<file path="src/inc/moc_map.vh">
`ifndef MOC_MAP_VH
`define MOC_MAP_VH

// Register offsets
`define MOC_REG_BAR_TOP      8'h00
`define MOC_REG_BAR_BOTTOM   8'h04
`define MOC_REG_NUMERIC_READOUT_ENABLE_CFG     8'h08
`define MOC_REG_AN_TOP       8'h0c
`define MOC_REG_AN_BOTTOM    8'h10
`define MOC_REG_AN_FLOOR     8'h14
`define MOC_REG_AN_CEIL      8'h18
`define MOC_REG_TH1          8'h1c
`define MOC_REG_TH2          8'h20
`define MOC_REG_TH3          8'h24
`define MOC_REG_TH4          8'h28
`define MOC_REG_ONSET        8'h2c
`define MOC_REG_RELEASE      8'h30
`define MOC_REG_SP_CFG       8'h34
`define MOC_REG_STATUS       8'h38
`define MOC_REG_MENU         8'h3c

// Display configuration fields
`define MOC_DP_LSB           0
`define MOC_DP_MSB           2
`define MOC_BRIGHT_LSB       3
`define MOC_BRIGHT_MSB       4
`define MOC_MIDPOINT_BIT     5
`define MOC_READOUT_BIT      6

// Setpoint configuration fields
`define MOC_DEADBAND_LSB     0
`define MOC_DEADBAND_MSB     3
`define MOC_POLARITY_LSB     4
`define MOC_POLARITY_MSB     7
`define MOC_FILL_DRAIN_BIT   8

// Reset values
`define MOC_RST_BAR_TOP      16'h270f
`define MOC_RST_BAR_BOTTOM   16'h0000
`define MOC_RST_NUMERIC_READOUT_ENABLE_CFG     7'h58
`define MOC_RST_AN_TOP       16'h270f
`define MOC_RST_AN_BOTTOM    16'h0000
`define MOC_RST_AN_FLOOR     16'h3333
`define MOC_RST_AN_CEIL      16'hcccc
`define MOC_RST_TH           16'h270f
`define MOC_RST_DELAY        14'h0000
`define MOC_RST_SP_CFG       9'h0f0

// Analog code limits for floor and top levels
`define MOC_FLOOR_MIN        16'h0000
`define MOC_FLOOR_MAX        16'hb000
`define MOC_CEIL_MIN         16'hb000
`define MOC_CEIL_MAX         16'hffff
`define MOC_CODE_MAX         35'sh0ffff

// Bargraph geometry
`define MOC_BAR_LAST         7'd100
`define MOC_BAR_CENTRE       7'd50
`define MOC_BAR_SCALE        24'sd100

// Fixed deadband around each threshold, in counts
`define MOC_DEADBAND         16'sd10

// Delay range and timing
`define MOC_DELAY_MAX        14'd9999
`define MOC_TICK_PERIOD_S    1
`define MOC_CLK_PERIOD_NS    40
`define MOC_NS_PER_S         1000000000

`endif

</file>
<file path="src/design/moc_meter_output.v">
// Decided for this implementation: strobed register access and the placing of the registers.
`timescale 1ns/1ps
`default_nettype none
`include "moc_map.vh"

// Contract
// - Bargraph spans the range between programmed top and bottom readings.
// - Four intensity levels shared by bargraph and numeric display; level 4 brightest.
// - Without analog module the menu skips analog span steps; midpoint starts off.
// - Above the analog span the output keeps rising up to converter maximum.
// - Below the analog span the output is clamped at the floor level.
// - Span endpoints take any reading; top below bottom inverts the slope.
// - Span may be two counts wide; the code then steps coarsely.
// - Midpoint mode lights segments between centre and reading; equal lights centre.
// - Blanked readout turns on during programming or viewing, blanks again after.
// - Floor level adjustable within its range and kept below the top level.
// - Top level adjustable within its range and kept above the floor level.
// - Analog output linear: floor at span bottom, top level at span top.
// - Relay 1 energizes after alarm holds for the onset delay; interruption restarts.
// - Relay 1 releases after non-alarm holds for the release delay.
// - Band mode with threshold two above one bounds relay 1 band by both.
// - Band mode, low activation: on below threshold one, off at threshold two.
// - Band mode, high activation: on above threshold two, off at threshold one.
// - Setpoints without relays are still evaluated and indicated.
// - Only setpoint 1 has delays; others switch immediately.
// - Each setpoint has its own deadband enable.
// - Menu order: bar top, bottom, point, intensity, analog top, bottom, midpoint, readout.
// - Module presence sampled at power-up gates analog menu and output.
// - Readings above bargraph top make the bargraph flash.
// - Polarity: high energizes above threshold, low energizes below.
module moc_meter_output #(
   parameter TICK_CYCLES = `MOC_TICK_PERIOD_S * `MOC_NS_PER_S / `MOC_CLK_PERIOD_NS
) (
   input  wire        I_CLK,
   input  wire        I_RST_N,
   input  wire [7:0]  I_ADDR,
   input  wire [15:0] I_WDATA,
   input  wire        I_WR,
   input  wire        I_RD,
   output reg  [15:0] O_RDATA,
   input  wire [15:0] I_READING,
   input  wire        I_READING_VALID,
   input  wire        I_MODULE_PRESENT,
   input  wire        I_BTN_PROG,
   input  wire        I_BTN_ANY,
   output reg  [100:0] O_BAR_SEG,
   output wire [1:0]  O_INTENSITY,
   output wire [2:0]  O_DECIMAL_POINT,
   output wire        O_READOUT_ON,
   output reg  [15:0] O_AN_CODE,
   output wire        O_AN_ENABLE,
   output reg  [3:0]  O_RELAY,
   output wire [3:0]  O_ANNUNC
);

   // Menu steps
   localparam [3:0] ST_IDLE     = 4'h0;
   localparam [3:0] ST_BAR_TOP  = 4'h1;
   localparam [3:0] ST_BAR_BOT  = 4'h2;
   localparam [3:0] ST_POINT    = 4'h3;
   localparam [3:0] ST_BRIGHT   = 4'h4;
   localparam [3:0] ST_AN_TOP   = 4'h5;
   localparam [3:0] ST_AN_BOT   = 4'h6;
   localparam [3:0] ST_MIDPOINT = 4'h7;
   localparam [3:0] ST_READOUT  = 4'h8;

   reg signed [15:0] bar_top;
   reg signed [15:0] bar_bottom;
   reg        [6:0]  numeric_readout_enable_cfg;
   reg signed [15:0] an_top;
   reg signed [15:0] an_bottom;
   reg        [15:0] an_floor;
   reg        [15:0] an_ceil;
   reg signed [15:0] thr [0:3];
   reg        [13:0] onset_delay;
   reg        [13:0] release_delay;
   reg        [8:0]  sp_cfg;
   reg        [3:0]  menu;
   reg        [3:0]  next_menu;
   reg signed [15:0] reading;
   reg        [3:0]  alarm;
   reg        [13:0] delay_cnt;
   reg        [31:0] tick_cnt;
   reg               tick;
   reg               flash;
   reg               present_s1;
   reg               present_s2;
   reg               module_present;
   reg               sampled;
   reg               prog_s1;
   reg               prog_s2;
   reg               prog_d;
   reg               any_s1;
   reg               any_s2;
   integer           k;
   integer           j;

   wire prog_press = prog_s2 & ~prog_d;
   wire signed [15:0] in_reading = I_READING;
   wire wr_floor_ok = (I_WDATA >= `MOC_FLOOR_MIN) && (I_WDATA <= `MOC_FLOOR_MAX)
                      && (I_WDATA < an_ceil);
   wire wr_ceil_ok  = (I_WDATA >= `MOC_CEIL_MIN) && (I_WDATA <= `MOC_CEIL_MAX)
                      && (I_WDATA > an_floor);

   assign O_INTENSITY     = numeric_readout_enable_cfg[`MOC_BRIGHT_MSB:`MOC_BRIGHT_LSB];
   assign O_DECIMAL_POINT = numeric_readout_enable_cfg[`MOC_DP_MSB:`MOC_DP_LSB];
   assign O_READOUT_ON    = numeric_readout_enable_cfg[`MOC_READOUT_BIT] | (menu != ST_IDLE) | any_s2;
   assign O_AN_ENABLE     = module_present;
   assign O_ANNUNC        = O_RELAY;

   // Presence synchroniser runs through reset so the pin is settled at release
   always @(posedge I_CLK) begin
      present_s1 <= I_MODULE_PRESENT;
      present_s2 <= present_s1;
   end

   // Button synchronisers and button edge
   always @(posedge I_CLK) begin
      if (!I_RST_N) begin
         prog_s1    <= 1'b0;
         prog_s2    <= 1'b0;
         prog_d     <= 1'b0;
         any_s1     <= 1'b0;
         any_s2     <= 1'b0;
      end else begin
         prog_s1    <= I_BTN_PROG;
         prog_s2    <= prog_s1;
         prog_d     <= prog_s2;
         any_s1     <= I_BTN_ANY;
         any_s2     <= any_s1;
      end
   end

   // Module presence caught once after reset release
   always @(posedge I_CLK) begin
      if (!I_RST_N) begin
         module_present <= 1'b0;
         sampled        <= 1'b0;
      end else if (!sampled) begin
         module_present <= present_s2;
         sampled        <= 1'b1;
      end
   end

   // Menu step order
   always @* begin
      next_menu = menu;
      if (prog_press) begin
         case (menu)
            ST_IDLE:     next_menu = ST_BAR_TOP;
            ST_BAR_TOP:  next_menu = ST_BAR_BOT;
            ST_BAR_BOT:  next_menu = ST_POINT;
            ST_POINT:    next_menu = ST_BRIGHT;
            ST_BRIGHT:   next_menu = module_present ? ST_AN_TOP : ST_MIDPOINT;
            ST_AN_TOP:   next_menu = ST_AN_BOT;
            ST_AN_BOT:   next_menu = ST_MIDPOINT;
            ST_MIDPOINT: next_menu = ST_READOUT;
            ST_READOUT:  next_menu = ST_IDLE;
            default:     next_menu = ST_IDLE;
         endcase
      end
   end

   // Configuration store and menu state
   always @(posedge I_CLK) begin
      if (!I_RST_N) begin
         menu          <= ST_IDLE;
         bar_top       <= `MOC_RST_BAR_TOP;
         bar_bottom    <= `MOC_RST_BAR_BOTTOM;
         numeric_readout_enable_cfg      <= `MOC_RST_NUMERIC_READOUT_ENABLE_CFG;
         an_top        <= `MOC_RST_AN_TOP;
         an_bottom     <= `MOC_RST_AN_BOTTOM;
         an_floor      <= `MOC_RST_AN_FLOOR;
         an_ceil       <= `MOC_RST_AN_CEIL;
         onset_delay   <= `MOC_RST_DELAY;
         release_delay <= `MOC_RST_DELAY;
         sp_cfg        <= `MOC_RST_SP_CFG;
         for (j = 0; j < 4; j = j + 1) begin
            thr[j] <= `MOC_RST_TH;
         end
      end else begin
         menu <= next_menu;
         if (I_WR) begin
            case (I_ADDR)
               `MOC_REG_BAR_TOP:    bar_top    <= I_WDATA;
               `MOC_REG_BAR_BOTTOM: bar_bottom <= I_WDATA;
               `MOC_REG_NUMERIC_READOUT_ENABLE_CFG:   numeric_readout_enable_cfg   <= I_WDATA[6:0];
               `MOC_REG_AN_TOP:     an_top     <= I_WDATA;
               `MOC_REG_AN_BOTTOM:  an_bottom  <= I_WDATA;
               `MOC_REG_AN_FLOOR: begin
                  if (wr_floor_ok) begin
                     an_floor <= I_WDATA;
                  end
               end
               `MOC_REG_AN_CEIL: begin
                  if (wr_ceil_ok) begin
                     an_ceil <= I_WDATA;
                  end
               end
               `MOC_REG_TH1: thr[0] <= I_WDATA;
               `MOC_REG_TH2: thr[1] <= I_WDATA;
               `MOC_REG_TH3: thr[2] <= I_WDATA;
               `MOC_REG_TH4: thr[3] <= I_WDATA;
               `MOC_REG_ONSET: begin
                  if (I_WDATA[13:0] <= `MOC_DELAY_MAX && I_WDATA[15:14] == 2'b00) begin
                     onset_delay <= I_WDATA[13:0];
                  end
               end
               `MOC_REG_RELEASE: begin
                  if (I_WDATA[13:0] <= `MOC_DELAY_MAX && I_WDATA[15:14] == 2'b00) begin
                     release_delay <= I_WDATA[13:0];
                  end
               end
               `MOC_REG_SP_CFG: sp_cfg <= I_WDATA[8:0];
               default: ;
            endcase
         end
         // Midpoint step opens at off
         if (next_menu == ST_MIDPOINT && menu != ST_MIDPOINT) begin
            numeric_readout_enable_cfg[`MOC_MIDPOINT_BIT] <= 1'b0;
         end
      end
   end

   // Register read, data one cycle later
   always @(posedge I_CLK) begin
      if (!I_RST_N) begin
         O_RDATA <= 16'h0000;
      end else if (I_RD) begin
         case (I_ADDR)
            `MOC_REG_BAR_TOP:    O_RDATA <= bar_top;
            `MOC_REG_BAR_BOTTOM: O_RDATA <= bar_bottom;
            `MOC_REG_NUMERIC_READOUT_ENABLE_CFG:   O_RDATA <= {9'h000, numeric_readout_enable_cfg};
            `MOC_REG_AN_TOP:     O_RDATA <= an_top;
            `MOC_REG_AN_BOTTOM:  O_RDATA <= an_bottom;
            `MOC_REG_AN_FLOOR:   O_RDATA <= an_floor;
            `MOC_REG_AN_CEIL:    O_RDATA <= an_ceil;
            `MOC_REG_TH1:        O_RDATA <= thr[0];
            `MOC_REG_TH2:        O_RDATA <= thr[1];
            `MOC_REG_TH3:        O_RDATA <= thr[2];
            `MOC_REG_TH4:        O_RDATA <= thr[3];
            `MOC_REG_ONSET:      O_RDATA <= {2'b00, onset_delay};
            `MOC_REG_RELEASE:    O_RDATA <= {2'b00, release_delay};
            `MOC_REG_SP_CFG:     O_RDATA <= {7'h00, sp_cfg};
            `MOC_REG_STATUS:     O_RDATA <= {6'h00, flash, module_present, O_RELAY, alarm};
            `MOC_REG_MENU:       O_RDATA <= {12'h000, menu};
            default:             O_RDATA <= 16'h0000;
         endcase
      end
   end

   // Seconds tick and flash phase
   always @(posedge I_CLK) begin
      if (!I_RST_N) begin
         tick_cnt <= 32'h0000_0000;
         tick     <= 1'b0;
         flash    <= 1'b0;
      end else if (tick_cnt == TICK_CYCLES - 1) begin
         tick_cnt <= 32'h0000_0000;
         tick     <= 1'b1;
         flash    <= ~flash;
      end else begin
         tick_cnt <= tick_cnt + 32'h0000_0001;
         tick     <= 1'b0;
      end
   end

   // Bargraph position
   wire signed [16:0] bar_diff = {reading[15], reading} - {bar_bottom[15], bar_bottom};
   wire signed [16:0] bar_span = {bar_top[15], bar_top} - {bar_bottom[15], bar_bottom};
   wire signed [23:0] bar_num  = {{7{bar_diff[16]}}, bar_diff} * `MOC_BAR_SCALE;
   wire signed [23:0] bar_quo  = (bar_span > 17'sd0) ?
                                 bar_num / $signed({{7{bar_span[16]}}, bar_span}) : 24'sd0;
   wire        [6:0]  bar_pos  = (bar_quo < 24'sd0) ? 7'd0 :
                                 (bar_quo > 24'sd100) ? `MOC_BAR_LAST : bar_quo[6:0];
   wire               bar_under = bar_diff < 17'sd0;
   wire               bar_over  = reading > bar_top;
   wire        [6:0]  mid_lo    = (bar_pos < `MOC_BAR_CENTRE) ? bar_pos : `MOC_BAR_CENTRE;
   wire        [6:0]  mid_hi    = (bar_pos > `MOC_BAR_CENTRE) ? bar_pos : `MOC_BAR_CENTRE;

   // Segment lighting pattern
   wire [100:0] seg_lit;
   genvar g;
   generate
      for (g = 0; g <= 100; g = g + 1) begin : g_seg
         assign seg_lit[g] = numeric_readout_enable_cfg[`MOC_MIDPOINT_BIT] ?
                             (g >= mid_lo && g <= mid_hi) :
                             (!bar_under && g <= bar_pos);
      end
   endgenerate

   // Segment flops; overrange blanks the bar on the flash phase
   always @(posedge I_CLK) begin
      if (!I_RST_N) begin
         O_BAR_SEG <= {101{1'b0}};
      end else begin
         O_BAR_SEG <= seg_lit & ~{101{bar_over & flash}};
      end
   end

   // Analog scaling
   wire signed [16:0] an_diff = {reading[15], reading} - {an_bottom[15], an_bottom};
   wire signed [16:0] an_span = {an_top[15], an_top} - {an_bottom[15], an_bottom};
   wire signed [16:0] an_gain = {1'b0, an_ceil} - {1'b0, an_floor};
   wire signed [34:0] an_prod = {{18{an_diff[16]}}, an_diff} * {{18{an_gain[16]}}, an_gain};
   wire signed [34:0] an_quo  = (an_span != 17'sd0) ?
                                an_prod / $signed({{18{an_span[16]}}, an_span}) : 35'sd0;
   wire signed [34:0] an_base = {19'h00000, an_floor};
   wire signed [34:0] an_sum  = an_base + an_quo;

   always @(posedge I_CLK) begin
      if (!I_RST_N) begin
         O_AN_CODE <= 16'h0000;
      end else if (!module_present) begin
         O_AN_CODE <= 16'h0000;
      end else if (an_sum < an_base) begin
         O_AN_CODE <= an_floor;
      end else if (an_sum > `MOC_CODE_MAX) begin
         O_AN_CODE <= 16'hffff;
      end else begin
         O_AN_CODE <= an_sum[15:0];
      end
   end

   // Setpoint evaluation on each new reading
   always @(posedge I_CLK) begin
      if (!I_RST_N) begin
         reading <= 16'h0000;
         alarm   <= 4'h0;
      end else if (I_READING_VALID) begin
         reading <= I_READING;
         for (k = 0; k < 4; k = k + 1) begin
            if (k == 0 && sp_cfg[`MOC_FILL_DRAIN_BIT] && thr[1] > thr[0]) begin
               // Band between threshold one and two
               if (!sp_cfg[`MOC_POLARITY_LSB]) begin
                  if (in_reading < thr[0]) begin
                     alarm[0] <= 1'b1;
                  end else if (in_reading >= thr[1]) begin
                     alarm[0] <= 1'b0;
                  end
               end else begin
                  if (in_reading > thr[1]) begin
                     alarm[0] <= 1'b1;
                  end else if (in_reading <= thr[0]) begin
                     alarm[0] <= 1'b0;
                  end
               end
            end else if (sp_cfg[`MOC_POLARITY_LSB + k]) begin
               // High activation
               if (in_reading > thr[k]) begin
                  alarm[k] <= 1'b1;
               end else if (!sp_cfg[`MOC_DEADBAND_LSB + k] ||
                            in_reading <= thr[k] - `MOC_DEADBAND) begin
                  alarm[k] <= 1'b0;
               end
            end else begin
               // Low activation
               if (in_reading < thr[k]) begin
                  alarm[k] <= 1'b1;
               end else if (!sp_cfg[`MOC_DEADBAND_LSB + k] ||
                            in_reading >= thr[k] + `MOC_DEADBAND) begin
                  alarm[k] <= 1'b0;
               end
            end
         end
      end
   end

   // Relay outputs; only relay 1 is delayed
   always @(posedge I_CLK) begin
      if (!I_RST_N) begin
         O_RELAY   <= 4'h0;
         delay_cnt <= 14'h0000;
      end else begin
         O_RELAY[3:1] <= alarm[3:1];
         if (alarm[0] == O_RELAY[0]) begin
            delay_cnt <= 14'h0000;
         end else if (delay_cnt >= (alarm[0] ? onset_delay : release_delay)) begin
            O_RELAY[0] <= alarm[0];
            delay_cnt  <= 14'h0000;
         end else if (tick) begin
            delay_cnt <= delay_cnt + 14'h0001;
         end
      end
   end

endmodule
`default_nettype wire

</file>
<file path="config.mk">
export PLATFORM = sky130hd
export DESIGN_NAME = moc_meter_output
export DESIGN_NICKNAME = d
export VERILOG_FILES = /design/src/design/moc_meter_output.v
export VERILOG_INCLUDE_DIRS = /design/src /design/src/inc
export SDC_FILE = /design/constraint.sdc
export NUM_CORES = 2
export LEC_CHECK = 0
export ABC_AREA = 0
export BUFFER_PORTS_ARGS = -buffer_cell sky130_fd_sc_hd__buf_2
export CAP_MARGIN = 20
export CORE_MARGIN = 3
export CORE_UTILIZATION = 65
export CTS_CLUSTER_DIAMETER = 200
export DETAILED_ROUTE_END_ITERATION = 8
export PLACE_DENSITY = 0.81
export SETUP_SLACK_MARGIN = 0.3
export SLEW_MARGIN = 20
export SYNTH_ARGS = -nofsm -noshare
export SYNTH_HDL_FRONTEND = slang
export SYNTH_SLANG_ARGS = --single-unit
</file>
<file path="constraint.sdc">
create_clock -name I_CLK -period 287.4 [get_ports I_CLK]
set_clock_uncertainty 0.2 [all_clocks]
set_input_delay 14.37 -clock I_CLK [delete_from_list [all_inputs] [get_ports I_CLK]]
set_output_delay 14.37 -clock I_CLK [all_outputs]
set_load 0.02 [all_outputs]
</file>
# Word-level counts from Yosys, hierarchy flattened
# Memories as Yosys holds them, arrays and structs flattened.
# Index checks and enable logic that the tools add are counted.
# classes
mux	163
shifts	0
n_bitwise	14
n_eq_ne	32
multipliers	2
div	2
n_addsub	16
n_reduce_logical	248
magnitude_cmp	337
# ops
op	n
less-or-equal comparator 7 bit, first input constant	74
less-or-equal comparator 6 x 7 -> 1 bit, first input constant	64
greater-or-equal comparator 7 bit, first input constant	37
one-hot mux 16 bit (16 select lines)	1
greater-or-equal comparator 6 x 7 -> 1 bit, first input constant	32
less-or-equal comparator 5 x 7 -> 1 bit, first input constant	32
logical AND 1 bit	207
2-to-1 mux 1 bit	146
greater-or-equal comparator 5 x 7 -> 1 bit, first input constant	16
greater-than comparator 16 bit	7
less-or-equal comparator 4 x 7 -> 1 bit, first input constant	16
AND 101 bit	1
inverter 101 bit	1
2-to-1 mux 16 bit	6
subtractor 16 x 16 -> 17 bit	5
greater-or-equal comparator 16 bit	5
less-or-equal comparator 16 bit	5
less-than comparator 16 bit	5
adder 16 x 5 -> 16 bit, second input constant	4
equality test 8 x 6 -> 1 bit, second input constant	8
subtractor 16 x 5 -> 16 bit, second input constant	4
greater-or-equal comparator 4 x 7 -> 1 bit, first input constant	8
less-or-equal comparator 3 x 7 -> 1 bit, first input constant	8
adder 17 x 35 -> 35 bit	1
59 further kinds	121
# totals
latchBits	0
mem_bits_rw	64
wordCells	850
in_bits	48
reg_bits	358
mem_bits_ro	0
memories	1
out_inout_bits	148
# memory_table
name	depth	width	read_ports	rd_ports_with_merged_regs	wr	line_no	rtl
thr	4	16	4	0	4	moc_meter_output.v:74	reg signed [15:0] thr [0:3];

# Logic depth before layout (Yosys ltp)
# depth
word_depth	13
mapped_depth	920
depth_no_buf	892

# Worst setup path after synthesis
# OpenSTA, ideal clock, no wires.
# synth_timing
path_kind	register to register
start	register an_floor[1]
end	register O_AN_CODE[10]
setup_time_ns	0.119
period_less_slack_ns	154.033
arrival_ns	153.714
path_buffers	45
required_ns	287.081
path_stages_with_launch	911
setup_slack_ns	133.367
cell_sequence	dfxtp_1 inv_1 ha_1 nor2b_1 o21ai_0 nand2b_1 a21o_1 a21o_1 a21o_1 a21o_1 a21o_1 a21o_1 a21o_1 a21o_1 a21o_1 a21o_1 a21o_1 a21oi_1 [... 875 more ...] a21oi_1 o21ai_0 a21oi_1 o21ai_0 a21oi_1 o21ai_0 a21o_1 a21o_1 nand3_1 nor4_1 mux2i_1 nor3_1 a31oi_1 or4_1 nor3_1 a21oi_1 clkbuf_1 o221a_2
# synth_via
elab_chain_cells	8
elab_cells_between_ends	9
# synth_rtl
element	line_no	rtl
start: declaration	moc_meter_output.v:72	reg [15:0] an_floor;
start signal: assignment	moc_meter_output.v:173	an_floor <= `MOC_RST_AN_FLOOR;
subtractor 16 x 16 -> 17 bit	moc_meter_output.v:304	wire signed [16:0] an_gain = {1'b0, an_ceil} - {1'b0, an_floor};
multiplier 17 x 17 -> 34 bit	moc_meter_output.v:305	wire signed [34:0] an_prod = {{18{an_diff[16]}}, an_diff} * {{18{an_gain[16]}}, an_gain};
divider 35 x 35 -> 35 bit	moc_meter_output.v:307	an_prod / $signed({{18{an_span[16]}}, an_span}) : 35'sd0;
2-to-1 mux 35 bit	moc_meter_output.v:306	wire signed [34:0] an_quo = (an_span != 17'sd0) ?
adder 17 x 35 -> 35 bit	moc_meter_output.v:309	wire signed [34:0] an_sum = an_base + an_quo;
greater-than comparator 35 x 17 -> 1 bit (no source line)	n/a	
2-to-1 mux 16 bit	moc_meter_output.v:318	end else if (an_sum > `MOC_CODE_MAX) begin
2-to-1 mux 16 bit *	moc_meter_output.v:316	end else if (an_sum < an_base) begin
end signal: assignment	moc_meter_output.v:317	O_AN_CODE <= an_floor;
end signal: assignment	moc_meter_output.v:321	O_AN_CODE <= an_sum[15:0];
end: declaration	moc_meter_output.v:50	output reg [15:0] O_AN_CODE,
# Every way passes the cells marked *; elsewhere a longest branch is shown, timed or not.
# A chain may end at the register's enable or synchronous reset.

==> out/qor.csv <==
metric;value;unit
status;complete, but fails checks;
violations;DRC;
holdPathEnd;present_s2;
drt_iter0_markers;10180;
gp_congestion;1.057;
critPathMaxStageDelay;0.91;ns
hp-start;present_s1;
max_freq;5.823;MHz
antenna_found_initial;15;
dp_hpwl;265.1;mm
post-cts-setup-buffers;0;
hold_depth;0;
endpoint_kind;flop;
setup_tns;0;ns
grt_pass1_wl;515.6;mm
route.detailed.drc;1;
start_util;0.6561;
cts.clk_slew.worst_paths;0.06;ns
drv_cap;0;
slew_violations;0;
final.period_utilization;0.5975;
critPathSlowestCell;nor3_1;
die_area;147700;sq um
hold_buffers;0;
insertion_delay;0.65;ns
cts_max_level;2;
rows;138;
yosysWarnings;0;
slew_headroom;0.1809;
die_height;384.3;um
layout_common_cells;ha_1, nor2_1, nand2_1;
cts_root_buffer;clkbuf_16;
grt_pass1_vias;94710;
cp.arrival;172.06;ns
worst-setup-path-type;flop to flop;
hp-class;flop to flop;
fin_crit;171.72;ns
reg_top3;O_BAR_SEG (101), thr (64), tick_cnt (32);
firstDrtPassIters;9;
port_buffers;195;
synth_top_cell_area_share;0.1949;
regMostFlops;O_BAR_SEG;
cts_tree;yes;
tightest_slew;1.220;ns
cp.required;287.74;ns
grt_max_degree;90;
ys_seq_area_frac;0.09772;
avgViaCountPerCell;6.750;
regToRegStartpoint;an_floor[2];
cp_max_fo;53;
synth_area_leaders;ha_1, dfxtp_1, fa_1;
cts_buffer_depth;3;
rr_worst_depth;871;
boundaryPins;196;
reg2reg_slack;115.68;ns
hold_viol_final;0;
cts_made_buffers;42;
yosys.area.top_type;ha_1;
area_growth;6.168;%
ys_types;126;
num_vias;97680;
setup_viol;0;
cpMostUsedCell;o21a_1;
synth_edf_count;64;
die_w;384.3;um
met1_length;124.5;mm
async_flop_share;0;
cts_sinks;422;
largest_reg_flops;101;
final_common_cell;ha_1;
grt.total_usage;0.4356;
wirelength;334.6;mm
critPathLaunchType;flop;
syn-cell-area;93010;sq um
overflow;0;
ys_seq_elements;422;
nets;14360;
dr_wl_met3;35.96;mm
r2r-end;O_AN_CODE[4];
critPathLaunch;an_floor[2];
drtAntennaViolNets;0;
syn_inst;12350;
avgSynthCellArea;7.529;sq um
wl_per_cell;23.12;um
synth-main-ff-cell;dfxtp_1;
cts_resized;0;
route.met2.wl;145.7;mm
core-area;141800;sq um
drive_gt1_frac;0.07164;
rsz0062_at_grt;no;
top_layer_used;met5;
## layout make-up
class	instances	area, sq um
Inverter	897	3367
Multi-Input combinational cell	10810	80190
Clock inverter	22	299.0
Tap cell	1890	2365
Fill cell	11780	43010
Timing Repair Buffer	367	2273
Sequential cell	422	9090
Antenna cell	5	12.51
Clock buffer	54	1146
## how the worst max path moves through the flow
stage                    endpoint  cells after the start  slack [ns]
floorplan           O_AN_CODE[10]                   1191      133.37
global placement    O_AN_CODE[12]                   1191      124.79
detailed placement   O_AN_CODE[0]                    932      118.28
CTS                  O_AN_CODE[0]                    911      117.59
global route         O_AN_CODE[2]                    910      101.93
finish               O_AN_CODE[4]                    912      115.68
## per-stage QoR
step                cells  cell area (sq um)  setup WS (ns)  utilization  hold slack [ns]
floorplan           12550              93750         133.37            -           0.1096
global placement    14390              97200         124.79       0.6857           0.1190
detailed placement  14390              97210         118.28       0.6857           0.1217
CTS                 14470              98650         117.59       0.6959           0.1311
global route        14470              98730         101.93       0.6965           0.1439
finish              14470              98740         115.68       0.6966           0.1271
## metal layers
metal	track usage	vias up
met4	0.3069	14
met5	0.002976	-
met3	0.09660	1775
li1	-	44800
met2	0.6950	5640
met1	0.5186	45450
## cell usage after synthesis, types with 21 or more instances
cell type  count
a21o_1       292
a21oi_1      693
xor2_1       224
a31oi_1      126
fa_1         320
ha_1        1449
nor2b_1      275
nor4_1        85
nor2_1      1091
edfxtp_1      64
a221oi_1      52
o221a_2       24
and3_1        93
inv_1        890
o21bai_1      77
and4_1        25
xnor2_1      509
buf_1         29
o311ai_0      21
or4_1         29
mux2i_1      126
o31ai_1      129
mux2_2       211
nand2b_1     214
nand3_1      245
nor3_1       697
a211o_1       33
a211oi_1      70
a311oi_1      21
o211a_1       24
nand4_1      160
nand3b_1      23
o211ai_1      81
a22oi_1       72
nand2_1     1003
clkbuf_1     361
or2_2         69
a21boi_0      84
o21a_1       599
dfxtp_1      358
and2_1       165
a22o_1        24
or3_1        189
o21ai_0      611
## logic make-up (layout without fill, tap and decap cells)
group,Yosys count,after routing,synth area share
other,2,205,0.00008075
AOI/OAI and AO/OA,3308,3308,0.2395
and+or+nand+nor,4460,4460,0.2359
buffers and inverters,1316,1340,0.05389
DFF,422,422,0.09772
muxes,339,339,0.03935
adders and majority gates,1770,1770,0.2639
xor gates and xnor gates,737,737,0.06972
## critical path, delay by kind of cell, from the launching register on
kind / cells / cell delay [ns]
buf+inv: 47 / 6.31
flops: 1 / 0.45
compound gates: 602 / 121.65
mux: 8 / 2.27
xor+xnor: 2 / 0.95
simple gates: 208 / 33.49
fa+ha+maj: 45 / 14.47
Power is not shown: default switching activity piles up to over one toggle a cycle in this logic, so the estimate is an artifact.
